## config.mk

```make
export PLATFORM = sky130hd
export DESIGN_NAME = srqc_sync_requant_ctl
export DESIGN_NICKNAME = d
export VERILOG_FILES = /design/src/pkg/srqc_pkg.sv /design/src/design/srqc_sync2.sv /design/src/design/srqc_sync_requant_ctl.sv
export SDC_FILE = /design/constraint.sdc
export NUM_CORES = 1
export LEC_CHECK = 0
export ABC_AREA = 1
export BUFFER_PORTS_ARGS = -buffer_cell sky130_fd_sc_hd__buf_2
export CAP_MARGIN = 10
export CELL_PAD_IN_SITES_DETAIL_PLACEMENT = 1
export CELL_PAD_IN_SITES_GLOBAL_PLACEMENT = 1
export CORE_ASPECT_RATIO = 0.8
export CORE_MARGIN = 2
export CORE_UTILIZATION = 39
export DETAILED_ROUTE_END_ITERATION = 12
export GPL_TIMING_DRIVEN = 0
export PLACE_DENSITY = 0.9
export SLEW_MARGIN = 15
export SYNTH_ARGS = -nofsm -noshare
export SYNTH_HDL_FRONTEND = slang
export SYNTH_HIERARCHICAL = 1
export SYNTH_SLANG_ARGS = --single-unit
export TNS_END_PERCENT = 100
```

## constraint.sdc

```tcl
create_clock -name clk -period 1.7 [get_ports clk]
set_clock_uncertainty 0.05 [all_clocks]
set_input_delay 0.085 -clock clk [delete_from_list [all_inputs] [get_ports clk]]
set_output_delay 0.085 -clock clk [all_outputs]
set_load 0.1 [all_outputs]
```

## src/pkg/srqc_pkg.sv

```systemverilog
package srqc_pkg;

    // Register offsets
    localparam logic [7:0] SRQC_ADDR_CHAN_INDEX = 8'h05;
    localparam logic [7:0] SRQC_ADDR_SYNC_CTL = 8'h3a;
    localparam logic [7:0] SRQC_ADDR_REQ_CTL = 8'h3c;
    localparam logic [7:0] SRQC_ADDR_TUNING = 8'h3e;

    // Sync control fields
    localparam int SRQC_SYNC_MASTER_BIT = 0;
    localparam int SRQC_SYNC_DIVIDER_BIT = 1;
    localparam logic [1:0] SRQC_SYNC_CTL_RESET = 2'h0;

    // Requantizer control fields
    localparam int SRQC_REQ_ENABLE_BIT = 0;
    localparam int SRQC_REQ_MODE_LSB = 1;
    localparam int SRQC_REQ_MODE_MSB = 3;
    localparam int SRQC_REQ_PIN_DIS_BIT = 4;
    localparam int SRQC_REQ_CTL_W = 5;
    localparam logic [4:0] SRQC_REQ_CTL_RESET = 5'h00;

    // Tuning word fields
    localparam int SRQC_TUNING_W = 6;
    localparam logic [5:0] SRQC_TUNING_RESET = 6'h1c;

    // Bandwidth mode codes
    localparam logic [2:0] SRQC_MODE_BW22 = 3'h0;
    localparam logic [2:0] SRQC_MODE_BW33 = 3'h1;

    // Number of legal tuning words per mode
    localparam logic [6:0] SRQC_TUNING_COUNT_BW22 = 7'h39;
    localparam logic [6:0] SRQC_TUNING_COUNT_BW33 = 7'h22;

    // Register data width and channel count
    localparam int SRQC_DATA_W = 8;
    localparam int SRQC_NUM_CHANNELS = 4;

endpackage

```

## src/design/srqc_sync2.sv

```systemverilog
`timescale 1ns/100ps
module srqc_sync2 #(
    parameter int WIDTH = 2
) (
    // Clock and reset
    input wire logic clk,
    input wire logic reset,
    // Asynchronous levels in, synchronised levels out
    input wire logic [WIDTH-1:0] async_in,
    output logic [WIDTH-1:0] sync_out
);
    typedef struct packed {
        logic [WIDTH-1:0] stage1;
        logic [WIDTH-1:0] stage2;
    } srqc_sync2_s;

    srqc_sync2_s st_r;
    srqc_sync2_s st_nxt;

    always_comb begin
        st_nxt = st_r;
        st_nxt.stage1 = async_in;
        st_nxt.stage2 = st_r.stage1;
    end

    always_ff @(posedge clk) begin
        if (reset) begin
            st_r <= '0;
        end else begin
            st_r <= st_nxt;
        end
    end

    assign sync_out = st_r.stage2;
endmodule // srqc_sync2

```

## src/design/srqc_sync_requant_ctl.sv

```systemverilog
// Behaviour
// RL1: Every sync function stays inactive unless master sync enable bit 0 is set.
// RL2: Sync pulse reaches the clock divider only while bits 1 and 0 are high.
// RL3: Software should keep master sync enable low when sync is unused.
// RL4: Select pin drives selected channels when bit 4 is zero, ignored when one.
// RL5: Local register writes affect only channels chosen by the channel index register.
// RL6: Mode bits 3:1 decode 000 as 22% bandwidth, 001 as 33% bandwidth.
// RL7: Enable bit 0 switches the requantizer, honoured only while bit 4 is set.
// RL8: Six-bit tuning word bits 5:0 sets the requantizer band edges.
// RL9: 57 tuning words are valid in 22% mode, 34 in 33% mode.
// RL10: Each tuning word step moves the band by 0.5% of sample rate.
// RL11: Sync control bits 7:2 are reserved and have no function.
// RL12: With bit 4 zero, channel enable follows the select pin level.
`timescale 1ns/100ps
module srqc_sync_requant_ctl
    import srqc_pkg::*;
#(
    parameter int NUM_CH = srqc_pkg::SRQC_NUM_CHANNELS
) (
    // Clock and reset
    input wire logic clk,
    input wire logic reset,
    // Register port from the serial control port decoder
    input wire logic reg_wr_en,
    input wire logic reg_rd_en,
    input wire logic [7:0] reg_addr,
    input wire logic [srqc_pkg::SRQC_DATA_W-1:0] reg_wdata,
    output logic [srqc_pkg::SRQC_DATA_W-1:0] reg_rdata,
    output logic reg_rd_valid,
    // Device pins
    input wire logic sync_pin,
    input wire logic mode_pin,
    // Sync outputs
    output logic sync_powered,
    output logic divider_sync,
    // Per-channel requantizer settings
    output logic [NUM_CH-1:0] requant_enable,
    output logic [NUM_CH-1:0] requant_bw33,
    output logic [NUM_CH-1:0][srqc_pkg::SRQC_TUNING_W-1:0] tuning_word,
    output logic [NUM_CH-1:0] tuning_valid
);
    import srqc_pkg::*;

    typedef struct packed {
        logic [NUM_CH-1:0] chan_sel;
        logic [1:0] sync_ctl;
        logic [NUM_CH-1:0][SRQC_REQ_CTL_W-1:0] req_ctl;
        logic [NUM_CH-1:0][SRQC_TUNING_W-1:0] tuning;
        logic [NUM_CH-1:0] requant_en;
        logic [NUM_CH-1:0] bw33;
        logic [NUM_CH-1:0] tw_valid;
        logic div_sync;
        logic [SRQC_DATA_W-1:0] rdata;
        logic rd_valid;
    } srqc_state_s;

    srqc_state_s st_r;
    srqc_state_s st_nxt;
    logic [1:0] pin_levels;
    logic sync_level;
    logic mode_level;

    // Pins pass two flip-flops before use
    srqc_sync2 #(
        .WIDTH(2)
    ) u_pin_sync (
        .clk(clk),
        .reset(reset),
        .async_in({mode_pin, sync_pin}),
        .sync_out(pin_levels)
    );

    assign sync_level = pin_levels[0];
    assign mode_level = pin_levels[1];

    // Tuning word legal for the given mode
    function automatic logic tuning_ok(input logic [2:0] mode, input logic [5:0] tw);
        logic ok;
        ok = 1'b0;
        if (mode == SRQC_MODE_BW22) begin
            ok = ({1'b0, tw} < SRQC_TUNING_COUNT_BW22); // see RL9
        end else if (mode == SRQC_MODE_BW33) begin
            ok = ({1'b0, tw} < SRQC_TUNING_COUNT_BW33); // see RL9
        end
        return ok;
    endfunction

    // Lowest selected channel, channel 0 when none
    function automatic int first_sel(input logic [NUM_CH-1:0] sel);
        int idx;
        idx = 0;
        for (int i = NUM_CH - 1; i >= 0; i--) begin
            if (sel[i]) begin
                idx = i;
            end
        end
        return idx;
    endfunction

    always_comb begin
        int rsel;
        logic [2:0] mode;
        rsel = first_sel(st_r.chan_sel);
        mode = '0;
        st_nxt = st_r;
        st_nxt.rd_valid = 1'b0;
        // Register writes
        if (reg_wr_en) begin
            if (reg_addr == SRQC_ADDR_CHAN_INDEX) begin
                st_nxt.chan_sel = reg_wdata[NUM_CH-1:0];
            end else if (reg_addr == SRQC_ADDR_SYNC_CTL) begin
                st_nxt.sync_ctl = reg_wdata[SRQC_SYNC_DIVIDER_BIT:SRQC_SYNC_MASTER_BIT]; // see RL11
            end else if (reg_addr == SRQC_ADDR_REQ_CTL) begin
                for (int ch = 0; ch < NUM_CH; ch++) begin
                    if (st_r.chan_sel[ch]) begin // see RL5
                        st_nxt.req_ctl[ch] = reg_wdata[SRQC_REQ_CTL_W-1:0];
                    end
                end
            end else if (reg_addr == SRQC_ADDR_TUNING) begin
                for (int ch = 0; ch < NUM_CH; ch++) begin
                    if (st_r.chan_sel[ch]) begin // see RL5
                        st_nxt.tuning[ch] = reg_wdata[SRQC_TUNING_W-1:0]; // see RL8
                    end
                end
            end
        end
        // Register reads, local registers from the lowest selected channel
        if (reg_rd_en) begin
            st_nxt.rd_valid = 1'b1;
            if (reg_addr == SRQC_ADDR_CHAN_INDEX) begin
                st_nxt.rdata = SRQC_DATA_W'(st_r.chan_sel);
            end else if (reg_addr == SRQC_ADDR_SYNC_CTL) begin
                st_nxt.rdata = SRQC_DATA_W'(st_r.sync_ctl); // see RL11
            end else if (reg_addr == SRQC_ADDR_REQ_CTL) begin
                st_nxt.rdata = SRQC_DATA_W'(st_r.req_ctl[rsel]);
            end else if (reg_addr == SRQC_ADDR_TUNING) begin
                st_nxt.rdata = SRQC_DATA_W'(st_r.tuning[rsel]);
            end else begin
                st_nxt.rdata = '0;
            end
        end
        // Requantizer settings per channel
        for (int ch = 0; ch < NUM_CH; ch++) begin
            mode = st_r.req_ctl[ch][SRQC_REQ_MODE_MSB:SRQC_REQ_MODE_LSB];
            if (st_r.req_ctl[ch][SRQC_REQ_PIN_DIS_BIT]) begin // see RL4
                st_nxt.requant_en[ch] = st_r.req_ctl[ch][SRQC_REQ_ENABLE_BIT]; // see RL7
            end else begin
                st_nxt.requant_en[ch] = mode_level; // see RL12
            end
            st_nxt.bw33[ch] = (mode == SRQC_MODE_BW33); // see RL6
            st_nxt.tw_valid[ch] = tuning_ok(mode, st_r.tuning[ch]); // see RL9
        end
        // Sync gate to the clock divider
        st_nxt.div_sync = sync_level
            & st_r.sync_ctl[SRQC_SYNC_DIVIDER_BIT]
            & st_r.sync_ctl[SRQC_SYNC_MASTER_BIT]; // see RL1 see RL2
    end

    always_ff @(posedge clk) begin
        if (reset) begin
            st_r.chan_sel <= '1;
            st_r.sync_ctl <= SRQC_SYNC_CTL_RESET;
            st_r.req_ctl <= {NUM_CH{SRQC_REQ_CTL_RESET}};
            st_r.tuning <= {NUM_CH{SRQC_TUNING_RESET}};
            st_r.requant_en <= '0;
            st_r.bw33 <= '0;
            st_r.tw_valid <= '0;
            st_r.div_sync <= 1'b0;
            st_r.rdata <= '0;
            st_r.rd_valid <= 1'b0;
        end else begin
            st_r <= st_nxt;
        end
    end

    // Outputs; tuning word counts the band offset in 0.5% steps
    assign reg_rdata = st_r.rdata;
    assign reg_rd_valid = st_r.rd_valid;
    assign sync_powered = st_r.sync_ctl[SRQC_SYNC_MASTER_BIT]; // see RL1 see RL3
    assign divider_sync = st_r.div_sync;
    assign requant_enable = st_r.requant_en;
    assign requant_bw33 = st_r.bw33;
    assign tuning_word = st_r.tuning; // see RL10
    assign tuning_valid = st_r.tw_valid;
endmodule // srqc_sync_requant_ctl

```

== After elaboration in Yosys (flattened, before gate mapping) ==
Index checks and enable logic that the tools add are counted.

* Order comparisons: 9
* Equality and inequality tests: 8
* Multiplexer cells: 27
* Bitwise gates (word level): 5
* Reduce and logical (&&, ||, !) cells: 14

{| class="wikitable"
|+ Operator list
! kind !! number
|-
| 32-bit two-way mux || 3
|-
| 6-bit < comparator (second input constant) || 8
|-
| 6-bit two-way mux || 6
|-
| 32-bit by 4-bit < comparator with 1-bit output (second input constant) || 1
|-
| 8-bit by 6-bit equality test with 1-bit output (second input constant) || 3
|-
| 6-bit AND reduction || 4
|-
| 5-bit AND reduction || 4
|-
| 1-bit two-way mux || 13
|-
| 6-bit binary-select mux with 2-bit select || 1
|-
| 3-bit by 1-bit equality test with 1-bit output (second input constant) || 4
|-
| 3-bit zero test || 4
|-
| 5-bit binary-select mux with 2-bit select || 1
|-
| 5-bit two-way mux || 2
|-
| 8-bit by 3-bit equality test with 1-bit output (second input constant) || 1
|-
| 1-bit NOT || 3
|-
| 3-bit AND reduction || 1
|-
| 1-bit AND || 2
|-
| 2-bit two-way mux || 1
|-
| 2-bit AND reduction || 1
|}

* Register bits after elaboration: 74
* Bits of input ports: 22
* Output and inout port bits: 47
* Logic and storage cells: 81

== Depth between registers and ports, before layout ==
* Word-level depth: 11
* Mapped depth: 12
* Depth with buffers taken out: 11

== Hierarchy ==
Netlist, hierarchy kept.

{| class="wikitable"
|+ By module, submodules not included
! module !! times used !! cells each !! area each (sq um) !! seq. area each (sq um)
|-
| srqc_sync_requant_ctl || 1 || 519 || 3,612.2 || 1,401.3
|-
| srqc_sync2 || 1 || 12 || 110.1 || 80.1
|}

== Worst setup path after synthesis ==
Ideal clock, no wire load.

* Kind: flip-flop to flip-flop
* Start: register st_r (netlist bit sync_powered)
* End: register st_r (netlist bit reg_rdata[0])
* Library setup time: 0.058 ns
* Arrival: 1.412 ns
* Required time: 1.592 ns
* Slack: 0.180 ns
* Cell stages (with the launch flop): 6
* Buffers on the path: 0
* Period minus slack after synthesis: 1.520 ns
* Cell sequence: dfxtp_1 inv_1 o21ai_0 nand3b_1 nand2_1 nand2_1

* Longest elaborated chain between the ends: 2

{| class="wikitable"
|+ Ends and longest elaborated chain
! item !! RTL line !! RTL
|-
| start, declared || srqc_sync_requant_ctl.sv:57 || <nowiki>srqc_state_s st_r;</nowiki>
|-
| start signal, assigned || srqc_sync_requant_ctl.sv:172 || <nowiki>st_r <= st_nxt;</nowiki>
|-
| 6-bit two-way mux || srqc_sync_requant_ctl.sv:132 || <nowiki>end else if (reg_addr == SRQC_ADDR_SYNC_CTL) begin</nowiki>
|-
| 6-bit two-way mux || srqc_sync_requant_ctl.sv:130 || <nowiki>if (reg_addr == SRQC_ADDR_CHAN_INDEX) begin</nowiki>
|}

No other way between the ends.
A chain may end at the register's enable or synchronous reset.

== Worst setup path after layout ==
* Start: register st_r[70] (netlist name)
* End: register st_r (netlist bit reg_rdata[3])

* Longest elaborated chain between the ends: 10
* Elaborated cells between the ends (all ways): 13
* Those cells by class: 13 x mux

{| class="wikitable"
|+ Ends and longest elaborated chain
! item !! RTL line !! RTL
|-
| 32-bit two-way mux (*) (3 in a row) || srqc_sync_requant_ctl.sv:93 || <nowiki>if (sel[i]) begin</nowiki>
|-
| 6-bit binary-select mux with 2-bit select || srqc_sync_requant_ctl.sv:137 || <nowiki>st_nxt.rdata = SRQC_DATA_W'(st_r.tuning[rsel]);</nowiki>
|-
| 6-bit two-way mux (not written as such) (2 in a row) || srqc_sync_requant_ctl.sv:137 ||
|-
| 6-bit two-way mux || srqc_sync_requant_ctl.sv:136 || <nowiki>end else if (reg_addr == SRQC_ADDR_TUNING) begin</nowiki>
|-
| 6-bit two-way mux (*) || srqc_sync_requant_ctl.sv:134 || <nowiki>end else if (reg_addr == SRQC_ADDR_REQ_CTL) begin</nowiki>
|-
| 6-bit two-way mux (*) || srqc_sync_requant_ctl.sv:132 ||
|-
| 6-bit two-way mux (*) || srqc_sync_requant_ctl.sv:130 ||
|}

Every way passes the cells marked *; elsewhere a longest branch is shown, timed or not. The select of a mux whose other input is x is not followed.

==> results.sh <==
export IMPL_fp_dieH_um=91.38
export IMPL_ys_seq_elements=74
export IMPL_worstMarginPinSlew_ns=0.7189
export IMPL_crit_type="register to register"
export IMPL_pwr_share_clk_pct=51.4
export IMPL_final_core_util_pct=50.30
export IMPL_ant_nets=0
export IMPL_dp_cells=707
export IMPL_rows=31
export IMPL_yosysTopAreaCell="dfxtp_1"
export IMPL_grt_max_degree=14
export IMPL_slew_headroom_pct=52.08
export IMPL_yosysTopAreaCellShare_pct=39.80
export IMPL_drtIter0Drc=299
export IMPL_worstSkewPairLatency_ns=0.34
export IMPL_critPathBufInv=2
export IMPL_ios=69
export IMPL_total_power_mw=4.307
export IMPL_dp_hpwl_mm=8.997
export IMPL_area_growth_pct=23.70
export IMPL_ys_seq_area_share_pct=39.80
export IMPL_power_switching_mw=1.038
export IMPL_wl_per_cell_um=18.20
export IMPL_min_period_ns=1.707
export IMPL_path_cells="inv_1, nand2_2, nand2_4, nand2_4, buf_6, nand2_1, nand3_1, nand2_1, nand2_1, nand3_2, a21oi_2"
export IMPL_startpoint="st_r[70]"
export IMPL_overflow=0
export IMPL_io_buffers=60
export IMPL_initial_utilization_pct=40.66
export IMPL_synthTopCellsByCount="102 x nand2_1, 74 x dfxtp_1, 64 x inv_1"
export IMPL_synth_edf_count=0
export IMPL_fill_cells=1180
export IMPL_syn_area_per_cell_um2=7.010
export IMPL_grt_pass1_vias=4060
export IMPL_comb_power_share_pct=7.7
export IMPL_antenna_found_initial=0
export IMPL_end_kind="register"
export IMPL_stdcell_area_um2=4604
export IMPL_num_nets_final=629
export IMPL_crit_path_max_incr_delay_ns=0.36
export IMPL_peakVddDrop_uv=481.8
export IMPL_stdcell_count=727
export IMPL_yosys_warnings=6
export IMPL_worst_slack_ns=-0.007381
export IMPL_grt_usage_pct=25.94
export IMPL_ys_flop_type="dfxtp_1"
export IMPL_hold_start="reg_wdata[5]"
export IMPL_netlist_area_um2=3722
export IMPL_drt_vias_per_instance=5.435
export IMPL_async_flop_share_pct=0
export IMPL_crit_required_ns=1.92
export IMPL_cp_arrival_ns=1.93
export IMPL_fin_crit_sh_pct=100.4
export IMPL_path_common_cell="nand2_1"
export IMPL_timing_rr_start="st_r[70]"
export IMPL_first_pass_iters=9
export IMPL_core_um2=9154
export IMPL_place_area_um2=4170
export IMPL_drc=4
export IMPL_die_w_um=113.2
export IMPL_seq_power_share_pct=40.9
export IMPL_clk_path_buf_depth=2
export IMPL_gp_congestion=0.8939
export IMPL_p_leak_nw=2.228
export IMPL_internal_power_mw=3.269
export IMPL_worst_path_max_fanout=10
export IMPL_hp_class="input pin to register"
export IMPL_ys_top_cells_by_area="dfxtp_1 40%, nand2_1 10%, buf_4 9.5%"
export IMPL_slew_violations=0
export IMPL_grt_pass1_wl_mm=20.95
export IMPL_cp_start_kind="register"
export IMPL_status="complete, but fails checks"
export IMPL_post_synth_top_count_cell="nand2_1"
export IMPL_clock_root_buffer="clkbuf_16"
export IMPL_fmax_mhz=585.7
export IMPL_synthDistinctLibCells=30
export IMPL_hold_viol=0
export IMPL_vias=3951
export IMPL_critical_path_top_delay_family="simple AND/OR/NAND/NOR gates"
export IMPL_antenna_cells=0
export IMPL_drv_cap=0
export IMPL_cts_made_buffers=9
export IMPL_htree_levels=3
export IMPL_drive_above_1_share_pct=25.65
export IMPL_worst_path_max_delay_cell="dfxtp_2"
export IMPL_powerDensity_nw_per_um2=935.4
export IMPL_clock_sinks=74
export IMPL_clk_pin_slew_worst_paths_ns=0.06
export IMPL_routed_wl_mm=13.23
export IMPL_p_sw_share_pct=24.10
export IMPL_tns_ns=-0.007381
export IMPL_die_area_um2=10350
export IMPL_setup_viol=1
export IMPL_cts_tree="yes"
export IMPL_syn_inst=531
export IMPL_violations="design-rule violations, negative setup slack"
==> routing by layer <==
layer	share of wire, %	global-route usage [%]	vias to the layer above
met5	0	0	-
met4	4.1	10.87	0
met3	6.6	6.275	58
met2	46	41.97	182
met1	44	33.04	1883
li1	-	-	1828
==> per-stage QoR <==
| stage | hold slack [ns] | worst slack [ns] |
|---|---|---|
| after floorplan | 0.1062 | 0.1803 |
| after global placement | 0.2375 | -0.05856 |
| after detailed placement | 0.2561 | -0.09221 |
| after CTS | 0.03387 | -0.004880 |
| after global routing | 0.06032 | -0.06752 |
| final | 0.04747 | -0.007381 |
==> logic make-up (layout without fill, tap and decap cells) <==
| logic type | after synthesis | count (layout) | share of synthesized area, % |
|---|---|---|---|
| AO/OA/AOI/OAI | 89 | 89 | 13.11 |
| flip-flops | 74 | 74 | 39.80 |
| other | 1 | 2 | 0.1007 |
| buffers and inverters | 131 | 211 | 18.29 |
| AND/OR/NAND/NOR | 236 | 236 | 28.71 |
==> repair_timing <==
action / 4_1_cts / 5_1_grt
setup endpoints to repair: 6 / 6
hold endpoints to repair: 4 / 0
pin swaps: 0 / 1
hold buffers: 3 / 0
resized for setup: 6 / 18
setup buffers: 0 / 2
==> cells in the final DEF (no fill, tap or decap), types with 2 or more instances in the layout <==
| cell | n |
|---|---|
| dfxtp_2 | 3 |
| dfxtp_1 | 71 |
| nor3_1 | 9 |
| nand3_2 | 4 |
| dlygate4sd3_1 | 3 |
| clkbuf_16 | 9 |
| nand4_1 | 4 |
| nand3_1 | 58 |
| o2bb2ai_1 | 3 |
| o211ai_1 | 7 |
| nand2_4 | 2 |
| nor2_1 | 43 |
| inv_2 | 5 |
| conb_1 | 2 |
| buf_2 | 62 |
| buf_6 | 3 |
| o41ai_1 | 3 |
| nor4_1 | 4 |
| inv_1 | 63 |
| nand2_1 | 100 |
| a21oi_2 | 2 |
| o21ai_0 | 39 |
| clkbuf_1 | 7 |
| buf_4 | 49 |
| nor2_2 | 2 |
| nand2_2 | 4 |
| a21oi_1 | 33 |
| bufinv_16 | 3 |
| clkinv_4 | 2 |
| nand3b_1 | 2 |
==> sequential cells by signal, summed over array words and instances (netlist names) <==
signal / count
reg_rd_valid: 1
tuning_word: 24
u_pin_sync/st_nxt: 2
reg_rdata: 6
requant_bw33: 4
tuning_valid: 4
sync_powered: 1
divider_sync: 1
requant_enable: 4
u_pin_sync/sync_out: 2
st_r: 25
==> area by class of cell <==
type | instances | area, um^2 | share of cell area [%]
Clock buffer | 10 | 229.0 | 4.973
Buffer | 61 | 435.4 | 9.457
Tap cell | 115 | 143.9 | 3.125
Clock inverter | 6 | 115.1 | 2.500
Multi-Input combinational cell | 327 | 1592 | 34.57
Sequential cell | 74 | 1485 | 32.26
Inverter | 69 | 259.0 | 5.625
Timing Repair Buffer | 65 | 345.3 | 7.500
==> worst register-to-register path: cells and delay by family, from the launching register on <==
| family | cells | cell delay, ns |
|---|---|---|
| DFF | 1 | 0.36 |
| AOI/OAI and AO/OA | 1 | 0.13 |
| buffers and inverters | 2 | 0.23 |
| and+or+nand+nor | 8 | 0.87 |
==> path summary, 6_finish.rpt <==
path              cells past startpoint                     end  slack [ns]
setup / recovery                     11            reg_rdata[3]      -0.007
hold / removal                        3         tuning_word[17]        0.05
setup reg to reg                     11            reg_rdata[3]      -0.007
hold reg to reg                       2  u_pin_sync/sync_out[1]        0.37
==> power by group through the flow <==
stage               clock [mW]  combinational [mW]  sequential (mW)
finish                    2.21               0.331             1.76
global route              2.31               0.352             1.76
CTS                       2.22               0.326             1.76
detailed placement           0               0.315             1.80
global placement             0               0.307             1.80
floorplan                    0               0.218             1.81
Power figures use the tool's default switching activity.
